[src/inc/ishi_consts.svh]
`ifndef ISHI_CONSTS_SVH
`define ISHI_CONSTS_SVH

////////////////////////////////////////////////////////////////////////
// Clock and blanking times
`define ISHI_CLK_PERIOD_NS   25
`define ISHI_BLANK_FAST_NS   20
`define ISHI_BLANK_SLOW_NS   200
`define ISHI_BLANK_FAST_CYC \
  ((`ISHI_BLANK_FAST_NS + `ISHI_CLK_PERIOD_NS - 1) / `ISHI_CLK_PERIOD_NS)
`define ISHI_BLANK_SLOW_CYC \
  ((`ISHI_BLANK_SLOW_NS + `ISHI_CLK_PERIOD_NS - 1) / `ISHI_CLK_PERIOD_NS)

// Reset by held chip select and latch strobe
`define ISHI_PIN_RST_US      100
`define ISHI_PIN_RST_CYC \
  ((`ISHI_PIN_RST_US * 1000 + `ISHI_CLK_PERIOD_NS - 1) / `ISHI_CLK_PERIOD_NS)

// Least low time of the output disable, kept by the host
`define ISHI_OUTPUT_DISABLE_N_MIN_US     5

// Hold time that tells a tied direct mode from a write strobe
`define ISHI_DIRECT_NS       1000
`define ISHI_DIRECT_CYC \
  ((`ISHI_DIRECT_NS + `ISHI_CLK_PERIOD_NS - 1) / `ISHI_CLK_PERIOD_NS)

////////////////////////////////////////////////////////////////////////
// Serial frames and check sum
`define ISHI_FRAME_LEN_M0    5'd8
`define ISHI_FRAME_LEN_M1    5'd16
`define ISHI_FRAME_LEN_M2    5'd16
`define ISHI_FRAME_LEN_M3    5'd24
`define ISHI_CRC_BITS_M1     5'd11
`define ISHI_CRC_BITS_M3     5'd19
`define ISHI_CRC_INIT        5'h1F
`define ISHI_CRC_POLY        5'h15

////////////////////////////////////////////////////////////////////////
// Internal register indices, fields and reset values
`define ISHI_REG_DRIVE       7'h00
`define ISHI_REG_CHANNEL_REGISTER_A        7'h01
`define ISHI_REG_CFG         7'h02
`define ISHI_REG_STAT        7'h03
`define ISHI_CFG_ISO_BIT     0
`define ISHI_CFG_DSYNC_BIT   1
`define ISHI_CFG_RST         8'h00
`define ISHI_ADDR_WR_BIT     7
`define ISHI_ADDR_RST        8'h80

// Shared bus lanes in serial mode
`define ISHI_SDI_BIT         0
`define ISHI_CRC_FAULT_N_BIT      4
`define ISHI_SCLK_BIT        5
`define ISHI_SDO_BIT         7

`endif

[src/inc/ishi_pkg.sv]
`include "ishi_consts.svh"

package ishi_pkg;

  typedef enum logic [2:0] {
    ISHI_P_IDLE, ISHI_P_ADDR, ISHI_P_WRITE, ISHI_P_READ, ISHI_P_DIRECT
  } ishi_pstate_e;

  typedef enum logic [1:0] {
    ISHI_SM0, ISHI_SM1, ISHI_SM2, ISHI_SM3
  } ishi_smode_e;

  // One serial step of the 5-bit check sum
  function automatic logic [4:0] ishi_crc_step(input logic [4:0] crc,
                                               input logic       din);
    logic fb;
    fb = crc[4] ^ din;
    return {crc[3:0], 1'b0} ^ (fb ? `ISHI_CRC_POLY : 5'h00);
  endfunction

endpackage

[src/rtl/ishi_host_if.sv]
`timescale 1ns/10ps
`default_nettype none
`include "ishi_consts.svh"

module ishi_host_if (
  input  wire logic       ref_clk,
  input  wire logic       rst,
  input  wire logic       sel_serial,
  input  wire logic       serial_mode_sel0,
  input  wire logic       serial_mode_sel1,
  input  wire logic       cs_n,
  input  wire logic       ale_rst,
  input  wire logic       wr_n,
  input  wire logic       rd_n,
  input  wire logic       sync_strobe,
  input  wire logic       output_disable_n,
  input  wire logic [7:0] addr_data_bus_i,
  output logic [7:0]      addr_data_bus_o,
  output logic [7:0]      addr_data_bus_oe,
  input  wire logic       uv_fault,
  input  wire logic       tx_fault,
  input  wire logic [7:0] chan_fault,
  input  wire logic [7:0] chan_channel_register_a,
  input  wire logic       channel_register_a_valid,
  output logic [7:0]      switch_outputs,
  output logic            fault_n_o,
  output logic            fault_n_oe,
  output logic            serial_active,
  output logic            direct_active
);
  import ishi_pkg::*;

  localparam int PIN_RST_LAST = `ISHI_PIN_RST_CYC - 1;

  logic         sel_b, ms0_b, ms1_b, cs_b, ale_b, wr_b, rd_b, sync_b, output_disable_n_b;
  logic [7:0]   bus_b;
  logic         pin_rst_q, core_rst, cs_q, sclk_q;
  logic [11:0]  rst_cnt_q;
  ishi_pstate_e pst_q;
  logic [7:0]   addr_q, drive_q, cfg_q, channel_register_a_q, rd_data;
  logic [5:0]   dir_cnt_q;
  ishi_smode_e  mode_q;
  logic [23:0]  rx_q, tx_q;
  logic [4:0]   bit_cnt_q, crc_val, need_len, crc_len;
  logic         sdo_q, crc_err_q, ser_en, sclk_rise, sclk_fall;
  logic         cs_fall, cs_rise, frame_end, frame_bad;
  logic         wr_en, par_wr, fault_any;
  logic [6:0]   wr_idx;
  logic [7:0]   wr_data, ser_addr, ser_data;

  ////////////////////////////////////////////////////////////////////////
  // Input conditioning; mode selects use the long window
  ishi_blank #(.CYC(`ISHI_BLANK_SLOW_CYC), .RST_VAL(1'b0)) u_sel (
    .ref_clk(ref_clk), .rst(rst), .pin(sel_serial), .level(sel_b));
  ishi_blank #(.CYC(`ISHI_BLANK_SLOW_CYC), .RST_VAL(1'b0)) u_ms0 (
    .ref_clk(ref_clk), .rst(rst), .pin(serial_mode_sel0), .level(ms0_b));
  ishi_blank #(.CYC(`ISHI_BLANK_SLOW_CYC), .RST_VAL(1'b0)) u_ms1 (
    .ref_clk(ref_clk), .rst(rst), .pin(serial_mode_sel1), .level(ms1_b));
  ishi_blank #(.CYC(`ISHI_BLANK_FAST_CYC), .RST_VAL(1'b1)) u_cs (
    .ref_clk(ref_clk), .rst(rst), .pin(cs_n), .level(cs_b));
  ishi_blank #(.CYC(`ISHI_BLANK_FAST_CYC), .RST_VAL(1'b0)) u_ale (
    .ref_clk(ref_clk), .rst(rst), .pin(ale_rst), .level(ale_b));
  ishi_blank #(.CYC(`ISHI_BLANK_FAST_CYC), .RST_VAL(1'b1)) u_wr (
    .ref_clk(ref_clk), .rst(rst), .pin(wr_n), .level(wr_b));
  ishi_blank #(.CYC(`ISHI_BLANK_FAST_CYC), .RST_VAL(1'b1)) u_rd (
    .ref_clk(ref_clk), .rst(rst), .pin(rd_n), .level(rd_b));
  ishi_blank #(.CYC(`ISHI_BLANK_FAST_CYC), .RST_VAL(1'b1)) u_sync (
    .ref_clk(ref_clk), .rst(rst), .pin(sync_strobe), .level(sync_b));
  // Disable starts asserted so outputs stay off until the pin is seen
  ishi_blank #(.CYC(`ISHI_BLANK_FAST_CYC), .RST_VAL(1'b0)) u_output_disable_n (
    .ref_clk(ref_clk), .rst(rst), .pin(output_disable_n), .level(output_disable_n_b));

  for (genvar i = 0; i < 8; i++) begin : g_bus
    ishi_blank #(.CYC(`ISHI_BLANK_FAST_CYC), .RST_VAL(1'b0)) u_ad (
      .ref_clk(ref_clk), .rst(rst), .pin(addr_data_bus_i[i]),
      .level(bus_b[i]));
  end

  ////////////////////////////////////////////////////////////////////////
  // held select and latch strobe reset
  // Counter itself only obeys the external reset, else it would kill itself
  always_ff @(posedge ref_clk) begin
    if (rst || cs_b || !ale_b) begin
      rst_cnt_q <= 12'h000;
      pin_rst_q <= 1'b0;
    end else if (rst_cnt_q == 12'(PIN_RST_LAST)) begin
      pin_rst_q <= 1'b1;
    end else begin
      rst_cnt_q <= rst_cnt_q + 12'h001;
    end
  end
  assign core_rst = rst || pin_rst_q;

  ////////////////////////////////////////////////////////////////////////
  // interface select, parallel after reset
  always_ff @(posedge ref_clk) begin
    if (core_rst) begin
      serial_active <= 1'b0;
    end else begin
      serial_active <= sel_b;
    end
  end

  ////////////////////////////////////////////////////////////////////////
  // Parallel access sequencer
  always_ff @(posedge ref_clk) begin
    if (core_rst || serial_active) begin
      pst_q <= ISHI_P_IDLE;
    end else begin
      case (pst_q)
        ISHI_P_IDLE: begin
          if (!cs_b && ale_b) begin
            pst_q <= ISHI_P_ADDR;
          end else if (!cs_b && !wr_b && rd_b) begin
            pst_q <= ISHI_P_WRITE;
          end else if (!cs_b && !rd_b && wr_b) begin
            pst_q <= ISHI_P_READ;
          end
        end
        ISHI_P_ADDR: begin
          if (cs_b || !ale_b) begin
            pst_q <= ISHI_P_IDLE;
          end
        end
        ISHI_P_WRITE: begin
          // strobes held tied enter direct mode
          if (cs_b || wr_b) begin
            pst_q <= ISHI_P_IDLE;
          end else if (dir_cnt_q == 6'(`ISHI_DIRECT_CYC - 1) && rd_b &&
                       !ale_b) begin
            pst_q <= ISHI_P_DIRECT;
          end
        end
        ISHI_P_READ: begin
          if (cs_b || rd_b) begin
            pst_q <= ISHI_P_IDLE;
          end
        end
        ISHI_P_DIRECT: begin
          if (cs_b || wr_b || ale_b || !rd_b) begin
            pst_q <= ISHI_P_IDLE;
          end
        end
        default: pst_q <= ISHI_P_IDLE;
      endcase
    end
  end

  // Hold counter for the direct mode test
  always_ff @(posedge ref_clk) begin
    if (core_rst || pst_q != ISHI_P_WRITE) begin
      dir_cnt_q <= 6'h00;
    end else if (dir_cnt_q != 6'(`ISHI_DIRECT_CYC - 1)) begin
      dir_cnt_q <= dir_cnt_q + 6'h01;
    end
  end

  always_ff @(posedge ref_clk) begin
    if (core_rst) begin
      addr_q <= `ISHI_ADDR_RST;
    end else if (pst_q == ISHI_P_ADDR && ale_b && !cs_b) begin
      addr_q <= bus_b;
    end
  end

  // write taken at strobe rise, bit7 set
  assign par_wr = (pst_q == ISHI_P_WRITE) && wr_b && !cs_b && !ale_b &&
                  addr_q[`ISHI_ADDR_WR_BIT];

  ////////////////////////////////////////////////////////////////////////
  // Serial engine, shift clock edges found by sampling
  assign ser_en    = serial_active && !cs_b;
  assign sclk_rise = ser_en && bus_b[`ISHI_SCLK_BIT] && !sclk_q;
  assign sclk_fall = ser_en && !bus_b[`ISHI_SCLK_BIT] && sclk_q;
  assign cs_fall   = serial_active && !cs_b && cs_q;
  assign cs_rise   = serial_active && cs_b && !cs_q;

  always_ff @(posedge ref_clk) begin
    if (core_rst) begin
      cs_q   <= 1'b1;
      sclk_q <= 1'b0;
    end else begin
      cs_q   <= cs_b;
      sclk_q <= bus_b[`ISHI_SCLK_BIT];
    end
  end

  // frame length and check sum span
  always_comb begin
    need_len = `ISHI_FRAME_LEN_M0;
    crc_len  = 5'd0;
    case (mode_q)
      ISHI_SM0: need_len = `ISHI_FRAME_LEN_M0;
      ISHI_SM1: begin
        need_len = `ISHI_FRAME_LEN_M1;
        crc_len  = `ISHI_CRC_BITS_M1;
      end
      ISHI_SM2: need_len = `ISHI_FRAME_LEN_M2;
      ISHI_SM3: begin
        need_len = `ISHI_FRAME_LEN_M3;
        crc_len  = `ISHI_CRC_BITS_M3;
      end
      default: need_len = `ISHI_FRAME_LEN_M0;
    endcase
  end

  // sample on rise, shift out on fall
  always_ff @(posedge ref_clk) begin
    if (core_rst) begin
      mode_q    <= ISHI_SM0;
      rx_q      <= 24'h000000;
      tx_q      <= 24'h000000;
      bit_cnt_q <= 5'd0;
      sdo_q     <= 1'b0;
    end else if (cs_fall) begin
      mode_q    <= ishi_smode_e'({ms1_b, ms0_b});
      rx_q      <= 24'h000000;
      tx_q      <= {channel_register_a_q[6:0], rd_data, 8'h00, 1'b0};
      bit_cnt_q <= 5'd0;
      sdo_q     <= channel_register_a_q[7];
    end else begin
      if (sclk_rise) begin
        rx_q <= {rx_q[22:0], bus_b[`ISHI_SDI_BIT]};
        // Saturate so an overlong frame still counts as wrong
        if (bit_cnt_q != 5'h1F) begin
          bit_cnt_q <= bit_cnt_q + 5'd1;
        end
      end
      if (sclk_fall) begin
        sdo_q <= tx_q[23];
        tx_q  <= {tx_q[22:0], 1'b0};
      end
    end
  end

  ishi_crc5 u_crc (
    .ref_clk(ref_clk),
    .rst    (core_rst),
    .clr    (cs_fall),
    .en     (sclk_rise && bit_cnt_q < crc_len),
    .din    (bus_b[`ISHI_SDI_BIT]),
    .crc    (crc_val)
  );

  assign frame_end = cs_rise;
  assign frame_bad = (bit_cnt_q != need_len) ||
                     (crc_len != 5'd0 && crc_val != rx_q[4:0]);

  // Flag lasts until the next frame starts
  always_ff @(posedge ref_clk) begin
    if (core_rst) begin
      crc_err_q <= 1'b0;
    end else if (frame_end && frame_bad) begin
      crc_err_q <= 1'b1;
    end else if (cs_fall) begin
      crc_err_q <= 1'b0;
    end
  end

  // frame fields to address and data
  always_comb begin
    ser_addr = {1'b1, `ISHI_REG_DRIVE};
    ser_data = rx_q[7:0];
    case (mode_q)
      ISHI_SM0: ser_data = rx_q[7:0];
      ISHI_SM1: ser_data = rx_q[15:8];
      ISHI_SM2: begin
        ser_addr = rx_q[15:8];
        ser_data = rx_q[7:0];
      end
      ISHI_SM3: begin
        ser_addr = rx_q[23:16];
        ser_data = rx_q[15:8];
      end
      default: ser_data = rx_q[7:0];
    endcase
  end

  // One write port shared by both interfaces
  always_comb begin
    wr_en   = 1'b0;
    wr_idx  = 7'h00;
    wr_data = 8'h00;
    if (par_wr) begin
      wr_en   = 1'b1;
      wr_idx  = addr_q[6:0];
      wr_data = bus_b;
    end else if (frame_end && !frame_bad &&
                 ser_addr[`ISHI_ADDR_WR_BIT]) begin
      wr_en   = 1'b1;
      wr_idx  = ser_addr[6:0];
      wr_data = ser_data;
    end
  end

  ////////////////////////////////////////////////////////////////////////
  // disable clears the drive register
  always_ff @(posedge ref_clk) begin
    if (core_rst || !output_disable_n_b) begin
      drive_q <= 8'h00;
    end else if (pst_q == ISHI_P_DIRECT) begin
      drive_q <= bus_b;
    end else if (wr_en && wr_idx == `ISHI_REG_DRIVE) begin
      drive_q <= wr_data;
    end
  end

  // Configuration register
  always_ff @(posedge ref_clk) begin
    if (core_rst) begin
      cfg_q <= `ISHI_CFG_RST;
    end else if (wr_en && wr_idx == `ISHI_REG_CFG) begin
      cfg_q <= wr_data;
    end
  end

  always_ff @(posedge ref_clk) begin
    if (core_rst || !output_disable_n_b) begin
      switch_outputs <= 8'h00;
    end else if (!cfg_q[`ISHI_CFG_ISO_BIT] || sync_b) begin
      switch_outputs <= drive_q;
    end
  end

  always_ff @(posedge ref_clk) begin
    if (core_rst) begin
      channel_register_a_q <= 8'h00;
    end else if (channel_register_a_valid && (!cfg_q[`ISHI_CFG_DSYNC_BIT] || sync_b)) begin
      channel_register_a_q <= chan_channel_register_a;
    end
  end

  // read data for the latched address
  always_comb begin
    case (addr_q[6:0])
      `ISHI_REG_DRIVE: rd_data = drive_q;
      `ISHI_REG_CHANNEL_REGISTER_A:  rd_data = channel_register_a_q;
      `ISHI_REG_CFG:   rd_data = cfg_q;
      `ISHI_REG_STAT:  rd_data = {4'h0, crc_err_q, uv_fault, tx_fault,
                                  |chan_fault};
      default:         rd_data = 8'h00;
    endcase
  end

  ////////////////////////////////////////////////////////////////////////
  // Pin drivers, all registered
  // fault pin is the OR of uv_fault, tx_fault and all chan_fault bits, not of the frame error flag
  assign fault_any = uv_fault || tx_fault || (|chan_fault);

  always_ff @(posedge ref_clk) begin
    if (core_rst) begin
      fault_n_oe <= 1'b0;
    end else begin
      fault_n_oe <= fault_any;
    end
  end

  // Open-drain pins only ever drive low
  always_ff @(posedge ref_clk) begin
    fault_n_o <= 1'b0;
  end

  // drive read data while strobe low
  // serial data out only with chip select
  always_ff @(posedge ref_clk) begin
    if (core_rst) begin
      addr_data_bus_o  <= 8'h00;
      addr_data_bus_oe <= 8'h00;
      direct_active    <= 1'b0;
    end else begin
      addr_data_bus_o  <= 8'h00;
      addr_data_bus_oe <= 8'h00;
      direct_active    <= (pst_q == ISHI_P_DIRECT);
      if (serial_active) begin
        addr_data_bus_o[`ISHI_SDO_BIT]     <= sdo_q;
        addr_data_bus_oe[`ISHI_SDO_BIT]    <= !cs_b;
        addr_data_bus_oe[`ISHI_CRC_FAULT_N_BIT] <= crc_err_q;
      end else if (pst_q == ISHI_P_READ && !cs_b && !rd_b) begin
        addr_data_bus_o  <= rd_data;
        addr_data_bus_oe <= 8'hFF;
      end
    end
  end
endmodule // ishi_host_if

`default_nettype wire

[src/rtl/ishi_blank.sv]
`timescale 1ns/10ps
`default_nettype none
`include "ishi_consts.svh"

module ishi_blank #(
  parameter int unsigned CYC     = 1,
  parameter logic        RST_VAL = 1'b0
) (
  input  wire logic ref_clk,
  input  wire logic rst,
  input  wire logic pin,
  output logic      level
);
  logic       meta_q;
  logic       sync_q;
  logic [7:0] cnt_q;

  always_ff @(posedge ref_clk) begin
    if (rst) begin
      meta_q <= RST_VAL;
      sync_q <= RST_VAL;
    end else begin
      meta_q <= pin;
      sync_q <= meta_q;
    end
  end

  // blanking qualification
  // A glitch shorter than the window restarts the count
  always_ff @(posedge ref_clk) begin
    if (rst) begin
      level <= RST_VAL;
      cnt_q <= 8'h00;
    end else if (sync_q == level) begin
      cnt_q <= 8'h00;
    end else if (cnt_q >= 8'(CYC - 1)) begin
      level <= sync_q;
      cnt_q <= 8'h00;
    end else begin
      cnt_q <= cnt_q + 8'h01;
    end
  end
endmodule // ishi_blank

`default_nettype wire

[src/rtl/ishi_crc5.sv]
`timescale 1ns/10ps
`default_nettype none
`include "ishi_consts.svh"

module ishi_crc5 (
  input  wire logic       ref_clk,
  input  wire logic       rst,
  input  wire logic       clr,
  input  wire logic       en,
  input  wire logic       din,
  output logic [4:0]      crc
);
  import ishi_pkg::*;

  // check sum register, preset per frame
  always_ff @(posedge ref_clk) begin
    if (rst || clr) begin
      crc <= `ISHI_CRC_INIT;
    end else if (en) begin
      crc <= ishi_crc_step(crc, din);
    end
  end

endmodule // ishi_crc5

`default_nettype wire

[config.mk]
export PLATFORM = sky130hd
export DESIGN_NAME = ishi_host_if
export DESIGN_NICKNAME = d
export VERILOG_FILES = /design/src/inc/ishi_pkg.sv /design/src/rtl/ishi_host_if.sv /design/src/rtl/ishi_blank.sv /design/src/rtl/ishi_crc5.sv
export VERILOG_INCLUDE_DIRS = /design/src /design/src/inc
export SDC_FILE = /design/constraint.sdc
export NUM_CORES = 1
export LEC_CHECK = 0
export ABC_AREA = 1
export BUFFER_PORTS_ARGS = -buffer_cell sky130_fd_sc_hd__buf_2
export CORE_UTILIZATION = 57
export DETAILED_ROUTE_END_ITERATION = 10
export PLACE_DENSITY = 0.81
export SLEW_MARGIN = 20
export SYNTH_ARGS = -nofsm -noshare
export SYNTH_HDL_FRONTEND = slang
export SYNTH_SLANG_ARGS = --single-unit
[constraint.sdc]
create_clock -name ref_clk -period 5.9 [get_ports ref_clk]
set_input_delay 1.18 -clock ref_clk [delete_from_list [all_inputs] [get_ports ref_clk]]
set_output_delay 1.18 -clock ref_clk [all_outputs]
set_load 0.05 [all_outputs]
======== After elaboration in Yosys (flattened, before gate mapping) ========
Cells that the tools add are included.
storage, ports and cells
  flip-flop bits (word level) ............. 323
  output and inout bits ................... 28
cells by class
  $lt $le $gt $ge ......................... 18
  add/subtract/negate cells ............... 20
  bitwise gates (word level) .............. 20
  reductions and logical operators ........ 110
  equality and inequality tests ........... 40
  muxes and demuxes ....................... 34
operator list
  cell                                                                                 count
  8-bit by 1-bit adder with 8-bit output, second input constant                        17
  8-bit by 1-bit greater-or-equal comparator with 1-bit output, second input constant  14
  3-bit OR reduction                                                                   18
  24-bit two-way mux                                                                   2
  8-bit two-way mux                                                                    6
  2-bit AND reduction                                                                  18
  8-bit case mux with 2 select lines                                                   2
  8-bit case mux with 4 select lines                                                   1
  1-bit logical AND                                                                    31
  8-bit by 3-bit greater-or-equal comparator with 1-bit output, second input constant  3
  3-bit two-way mux                                                                    8
  7-bit by 2-bit equality test with 1-bit output, second input constant                3
  1-bit inverter                                                                       18
  1-bit equality test                                                                  17
  1-bit logical OR                                                                     17
  3-bit case mux with 5 select lines                                                   1
  5-bit case mux with 3 select lines                                                   1
  7-bit logical NOT                                                                    2
  7-bit two-way mux                                                                    2
  12-bit by 1-bit adder with 12-bit output, second input constant                      1
  12-bit equality test, second input constant                                          1
  1-bit logical NOT                                                                    11
  5-bit inequality test                                                                2
  5-bit case mux with 2 select lines                                                   1
  other kinds (27)                                                                     45

======== Logic depth before layout (Yosys ltp) ========
  depth in word-level cells ............... 14
  depth in mapped cells ................... 14
  gate-level depth less buffers ........... 14

======== By module ========
Synthesis repeated with hierarchy kept, for this count alone.
second synthesis, totals
  cell total of the unflattened synthesis .. 1,122
  area total of the unflattened synthesis .. 8,474.4 um2
modules (own cells, without submodules)
  module                          times used  area each (um2)  cells an instance
  ishi_host_if                    1           5,908.2          821
  ishi_blank (u_ms0 ...)          3           389.1            46
  ishi_blank (g_bus[0].u_ad ...)  10          82.6             9
  ishi_blank (u_cs ...)           4           86.3             10
  ishi_crc5                       1           227.7            33

======== Worst setup path after synthesis ========
Ideal clock, no wire load.
  path kind ............................... input -> register
  start point ............................. input port rst
  end point ............................... register addr_data_bus_o[0]
  setup slack ............................. 3.635 ns
  data required time ...................... 5.836 ns
  data arrival time ....................... 2.200 ns
  cell stages on the path ................. 7
  cell sequence ........................... nor2_1 clkinv_1 nor2_1 inv_1 nor2_1 inv_1 nor2_1
between the ends
  cells in the longest elaborated chain, start to end .. 2
RTL lines
  item                                 RTL line             source
  start, declared                      ishi_host_if.sv:7    input wire logic rst,
  1-bit logical OR                     ishi_host_if.sv:92   assign core_rst = rst || pin_rst_q;
  3-bit OR reduction (no source line)  n/a
  end signal, assigned by index        ishi_host_if.sv:375  addr_data_bus_o[`ISHI_SDO_BIT] <= sdo_q;
  end signal, assigned                 ishi_host_if.sv:379  addr_data_bus_o <= rd_data;
  end, declared                        ishi_host_if.sv:18   output logic [7:0] addr_data_bus_o,
Every way passes these cells.
A chain may end at the register's enable or synchronous reset.

======== Worst setup path in the final report ========
Ends and elaborated chain as after synthesis.

==> results.yml <==
placement:
  hpwlAfterDp_mm: 11.5
  place_inst: 1290
  routabilityCongestion: 0.849
  post-place-ws_ps: 1920
  io_buffers: 64
clock_tree:
  cts_tree: "built"
  cts_resized: 0
  numCtsBuffers: 21
  clock-root-buffer: "clkbuf_16"
  clk_path_buf_depth: 3
  path_clk_slew_ps: 60
  clock_sinks: 206
  cts-htree-levels: 1
  clkLatencyLatePin_ps: 500
  cts_setup_buffers: 0
  hold_buffers: 0
pwr:
  pwr-share-seq_pct: 51.9
  pwr-share-comb_pct: 5.6
  p_leak_nw: 3.95
  power.switching_w: 0.000633
  power_frac_clock_pct: 42.5
  peakVddDrop_v: 0.000230
  p_sw_share_pct: 22.7
  p_int_w: 0.00215
  power_density_nw_per_um2: 301
layout:
  drive_gt1_share_pct: 11.6
  seq_area_um2: 4120
  n_antenna_cell: 0
  fin_util_pct: 66.5
  finalNetCount: 1186
  multi_input_area_um2: 3350
  syn2layout_area_growth_pct: 13.0
  finalNonFillerCells: 1324
  final.fill_count: 1188
sta:
  worst_pin_slew_ps: 961
  slew_headroom_pct: 35.5
  tns_ps: 0
  finClkSkew_ps: 12.0
  rsz0062_at_grt: "no"
  worst_hold_slack_ps: 399
  final-setup-viol-count: 0
  max_freq_mhz: 281
  hold_viol: 0
  finalWorstSetupSlack_ps: 2340
  drv_slew: 0
  finalCritPeriodShare_pct: 60.3
  fin_crit_ps: 3560
synth:
  synth_top_cell_by_area: "dfxtp_1"
  synth_cell_type_count: 43
  synth.top_cell.area_share_pct: 50.3
  netlist_instances: 1064
  ys.flop_type: "dfxtp_1"
  ys_warn_count: 0
  synth-seq-cells: 206
  syn_area_um2: 8200
  ys_seq_area_share_pct: 50.3
  synth_edf_count: 0
  ys_top_cells_by_area: "dfxtp_1 50%, nand2_1 7.8%, inv_1 7.1%, nor2_1 6.4%, a21oi_1 5.3%"
  syn_avg_cell_area_um2: 7.71
  postSynth.asyncResetShare_pct: 0
critical_path:
  cp_num_cells: 9
  ff2ff_path_depth: 8
  slowest_delay_ps: 690
  crit_path_start_kind: "input port"
  cp.arrival_ps: 3990
  critPathBufInv: 5
  slowest_stage: "clkinv_1"
  timing.rr.end: "addr_data_bus_o[0]"
  worst-setup-path-type: "input port to flip-flop"
  critical-path-top-delay-family: "buffers and inverters"
  ff2ff_setup_slack_ps: 3160
  end_kind: "flip-flop"
  critPathMaxFanout: 51
  r2r_start: "pin_rst_q"
  crit_chain: "buf_2, nor2_1, buf_4, clkinv_1, nor2_1, inv_1, nor2_1, inv_1, nor2_1"
  required_ps: 6330
  critPathMostFrequentCell: "nor2_1"
grt:
  grt_pass1_wl_mm: 27.7
  grt_util_all_layers_pct: 23.0
  grt_max_degree: 52
  overflow: 0
  grt_pass1_vias: 6026
  antenna_found_initial: 0
route:
  routed_wl_mm: 16.6
  drc: 0
  drtAntennaViolNets: 0
  drt_iter0_drc: 531
  viasPerCell: 5.14
  wl_per_cell_um: 12.5
  dr_total_vias: 6809
  drt_first_pass_iters: 5
floorplanning:
  die_w_um: 122
  fp.coreArea_um2: 13900
  fp.dieArea_um2: 14900
  start_util_pct: 58.9
  die_h_um: 122
  pin_count: 66
  rows: 43
job:
  drv_cap: 0
min_path:
  min_path_cells: 2
  hp-class: "flip-flop to flip-flop"
  holdCritStartpoint: "g_bus[2].u_ad.sync_q"
  hold-path-endpoint: "g_bus[2].u_ad.level"
outcome:
  outcome: "finished, final reports clean"
[state kept, by name, summed over array words and instances, names as in the netlist, 6 cells and up]
signal,count
u_ms1.cnt_q,8
rst_cnt_q,12
g_bus.u_ad.level,8
g_bus.u_ad.sync_q,8
addr_data_bus_o,8
u_sel.cnt_q,8
cfg_q,8
g_bus.u_ad.meta_q,8
tx_q,15
u_ms0.cnt_q,8
addr_q,8
channel_register_a_q,8
switch_outputs,8
rx_q,24
drive_q,8
dir_cnt_q,6
[worst reg2reg max path: cells and delay by family (launching register included)]
| family | cells | cell delay (ps) |
|---|---|---|
| buffers and inverters | 4 | 1380 |
| and+or+nand+nor | 4 | 1010 |
| DFF | 1 | 310 |
[cells by family (layout without fill, tap and decap cells)]
logic type | count (synthesis) | count (layout) | synth area share (%)
simple gates | 412 | 412 | 21.6
fa+ha+maj | 15 | 15 | 2.29
buf+inv | 198 | 266 | 9.49
other cells | 1 | 13 | 0.0457
flops | 206 | 206 | 50.3
compound gates | 218 | 218 | 14.9
xor+xnor | 14 | 14 | 1.49
[routing by layer]
layer  track usage [%]  routed length [um]  vias to the layer above
met3              3.93                1020                       36
met4              7.18                 377                        0
met5                 0                   0                        -
met2              37.7                7670                      220
li1                  -                   -                     3523
met1              30.7                7500                     3030
[synth_stat cells, types with 4 or more instances]
library cell	instances
dfxtp_1	206
nand2_1	171
inv_1	155
nor2_1	139
a21oi_1	87
o21ai_0	76
nand3_1	39
clkbuf_1	20
or2_2	17
ha_1	15
nand4_1	14
nor3_1	14
o211ai_1	13
a31oi_1	11
xor2_1	11
buf_2	8
o21ai_1	7
a211oi_1	6
buf_4	6
nor4_1	6
o22ai_1	6
inv_2	4
nand2_2	4
[cell type report]
cell class	count	area share (%)
flip-flops and latches	206	44.5
multi-input cells	672	36.1
inverters	163	6.63
clock buffers	30	6.25
repair buffers	69	3.86
well taps	180	2.43
clock inverters	4	0.256
[cells in the final DEF, fill, tap and decap left out, types with 2 or more instances in the layout]
| cell type | synthesis | routed |
|---|---|---|
| conb_1 | 1 | 13 |
| a31oi_1 | 11 | 11 |
| nand4_1 | 14 | 14 |
| nand2_1 | 171 | 171 |
| clkinv_2 | 0 | 3 |
| or2_2 | 17 | 17 |
| o22ai_1 | 6 | 6 |
| o21ai_1 | 7 | 7 |
| o211ai_1 | 13 | 13 |
| inv_2 | 4 | 4 |
| buf_2 | 8 | 64 |
| xor2_1 | 11 | 11 |
| nand3_1 | 39 | 39 |
| nand2_2 | 4 | 4 |
| a211o_1 | 2 | 2 |
| nor4_1 | 6 | 6 |
| buf_4 | 6 | 5 |
| nor3_2 | 2 | 2 |
| a21oi_1 | 87 | 87 |
| o21ai_0 | 76 | 76 |
| clkbuf_8 | 0 | 2 |
| nor2_2 | 2 | 2 |
| nor2_1 | 139 | 139 |
| xnor2_1 | 3 | 3 |
| inv_1 | 155 | 155 |
| o31ai_1 | 3 | 3 |
| a211oi_1 | 6 | 6 |
| nor3_1 | 14 | 14 |
| clkinv_1 | 3 | 3 |
| clkbuf_16 | 0 | 21 |
| ha_1 | 15 | 15 |
| dfxtp_1 | 206 | 206 |
| clkbuf_1 | 20 | 7 |
[how the worst max path moves through the flow]
stage | startpoint | to | slack, ps
global placement | rst | addr_data_bus_oe[4] | 2060
detailed placement | rst | addr_data_bus_oe[7] | 1920
CTS | rst | addr_data_bus_oe[7] | 2410
global route | rst | addr_data_bus_o[2] | 2130
finish | rst | addr_data_bus_o[0] | 2340
floorplan | rst | addr_data_bus_o[0] | 3640
[stage by stage]
stage | area [um^2] | power (W)
final | 9270 | 0.00279
after global routing | 9270 | 0.00289
after floorplan | 8250 | 0.00159
after detailed placement | 8670 | 0.00163
after global placement | 8670 | 0.00163
after CTS | 9270 | 0.00281
[power by group through the flow]
| stage | registers (W) | logic (W) | clock network (W) |
|---|---|---|---|
| floorplan | 0.00148 | 0.000109 | 0 |
| global placement | 0.00148 | 0.000150 | 0 |
| detailed placement | 0.00148 | 0.000153 | 0 |
| CTS | 0.00145 | 0.000155 | 0.00120 |
| global route | 0.00145 | 0.000174 | 0.00126 |
| finish | 0.00145 | 0.000155 | 0.00118 |
Power figures use the tool's default switching activity.
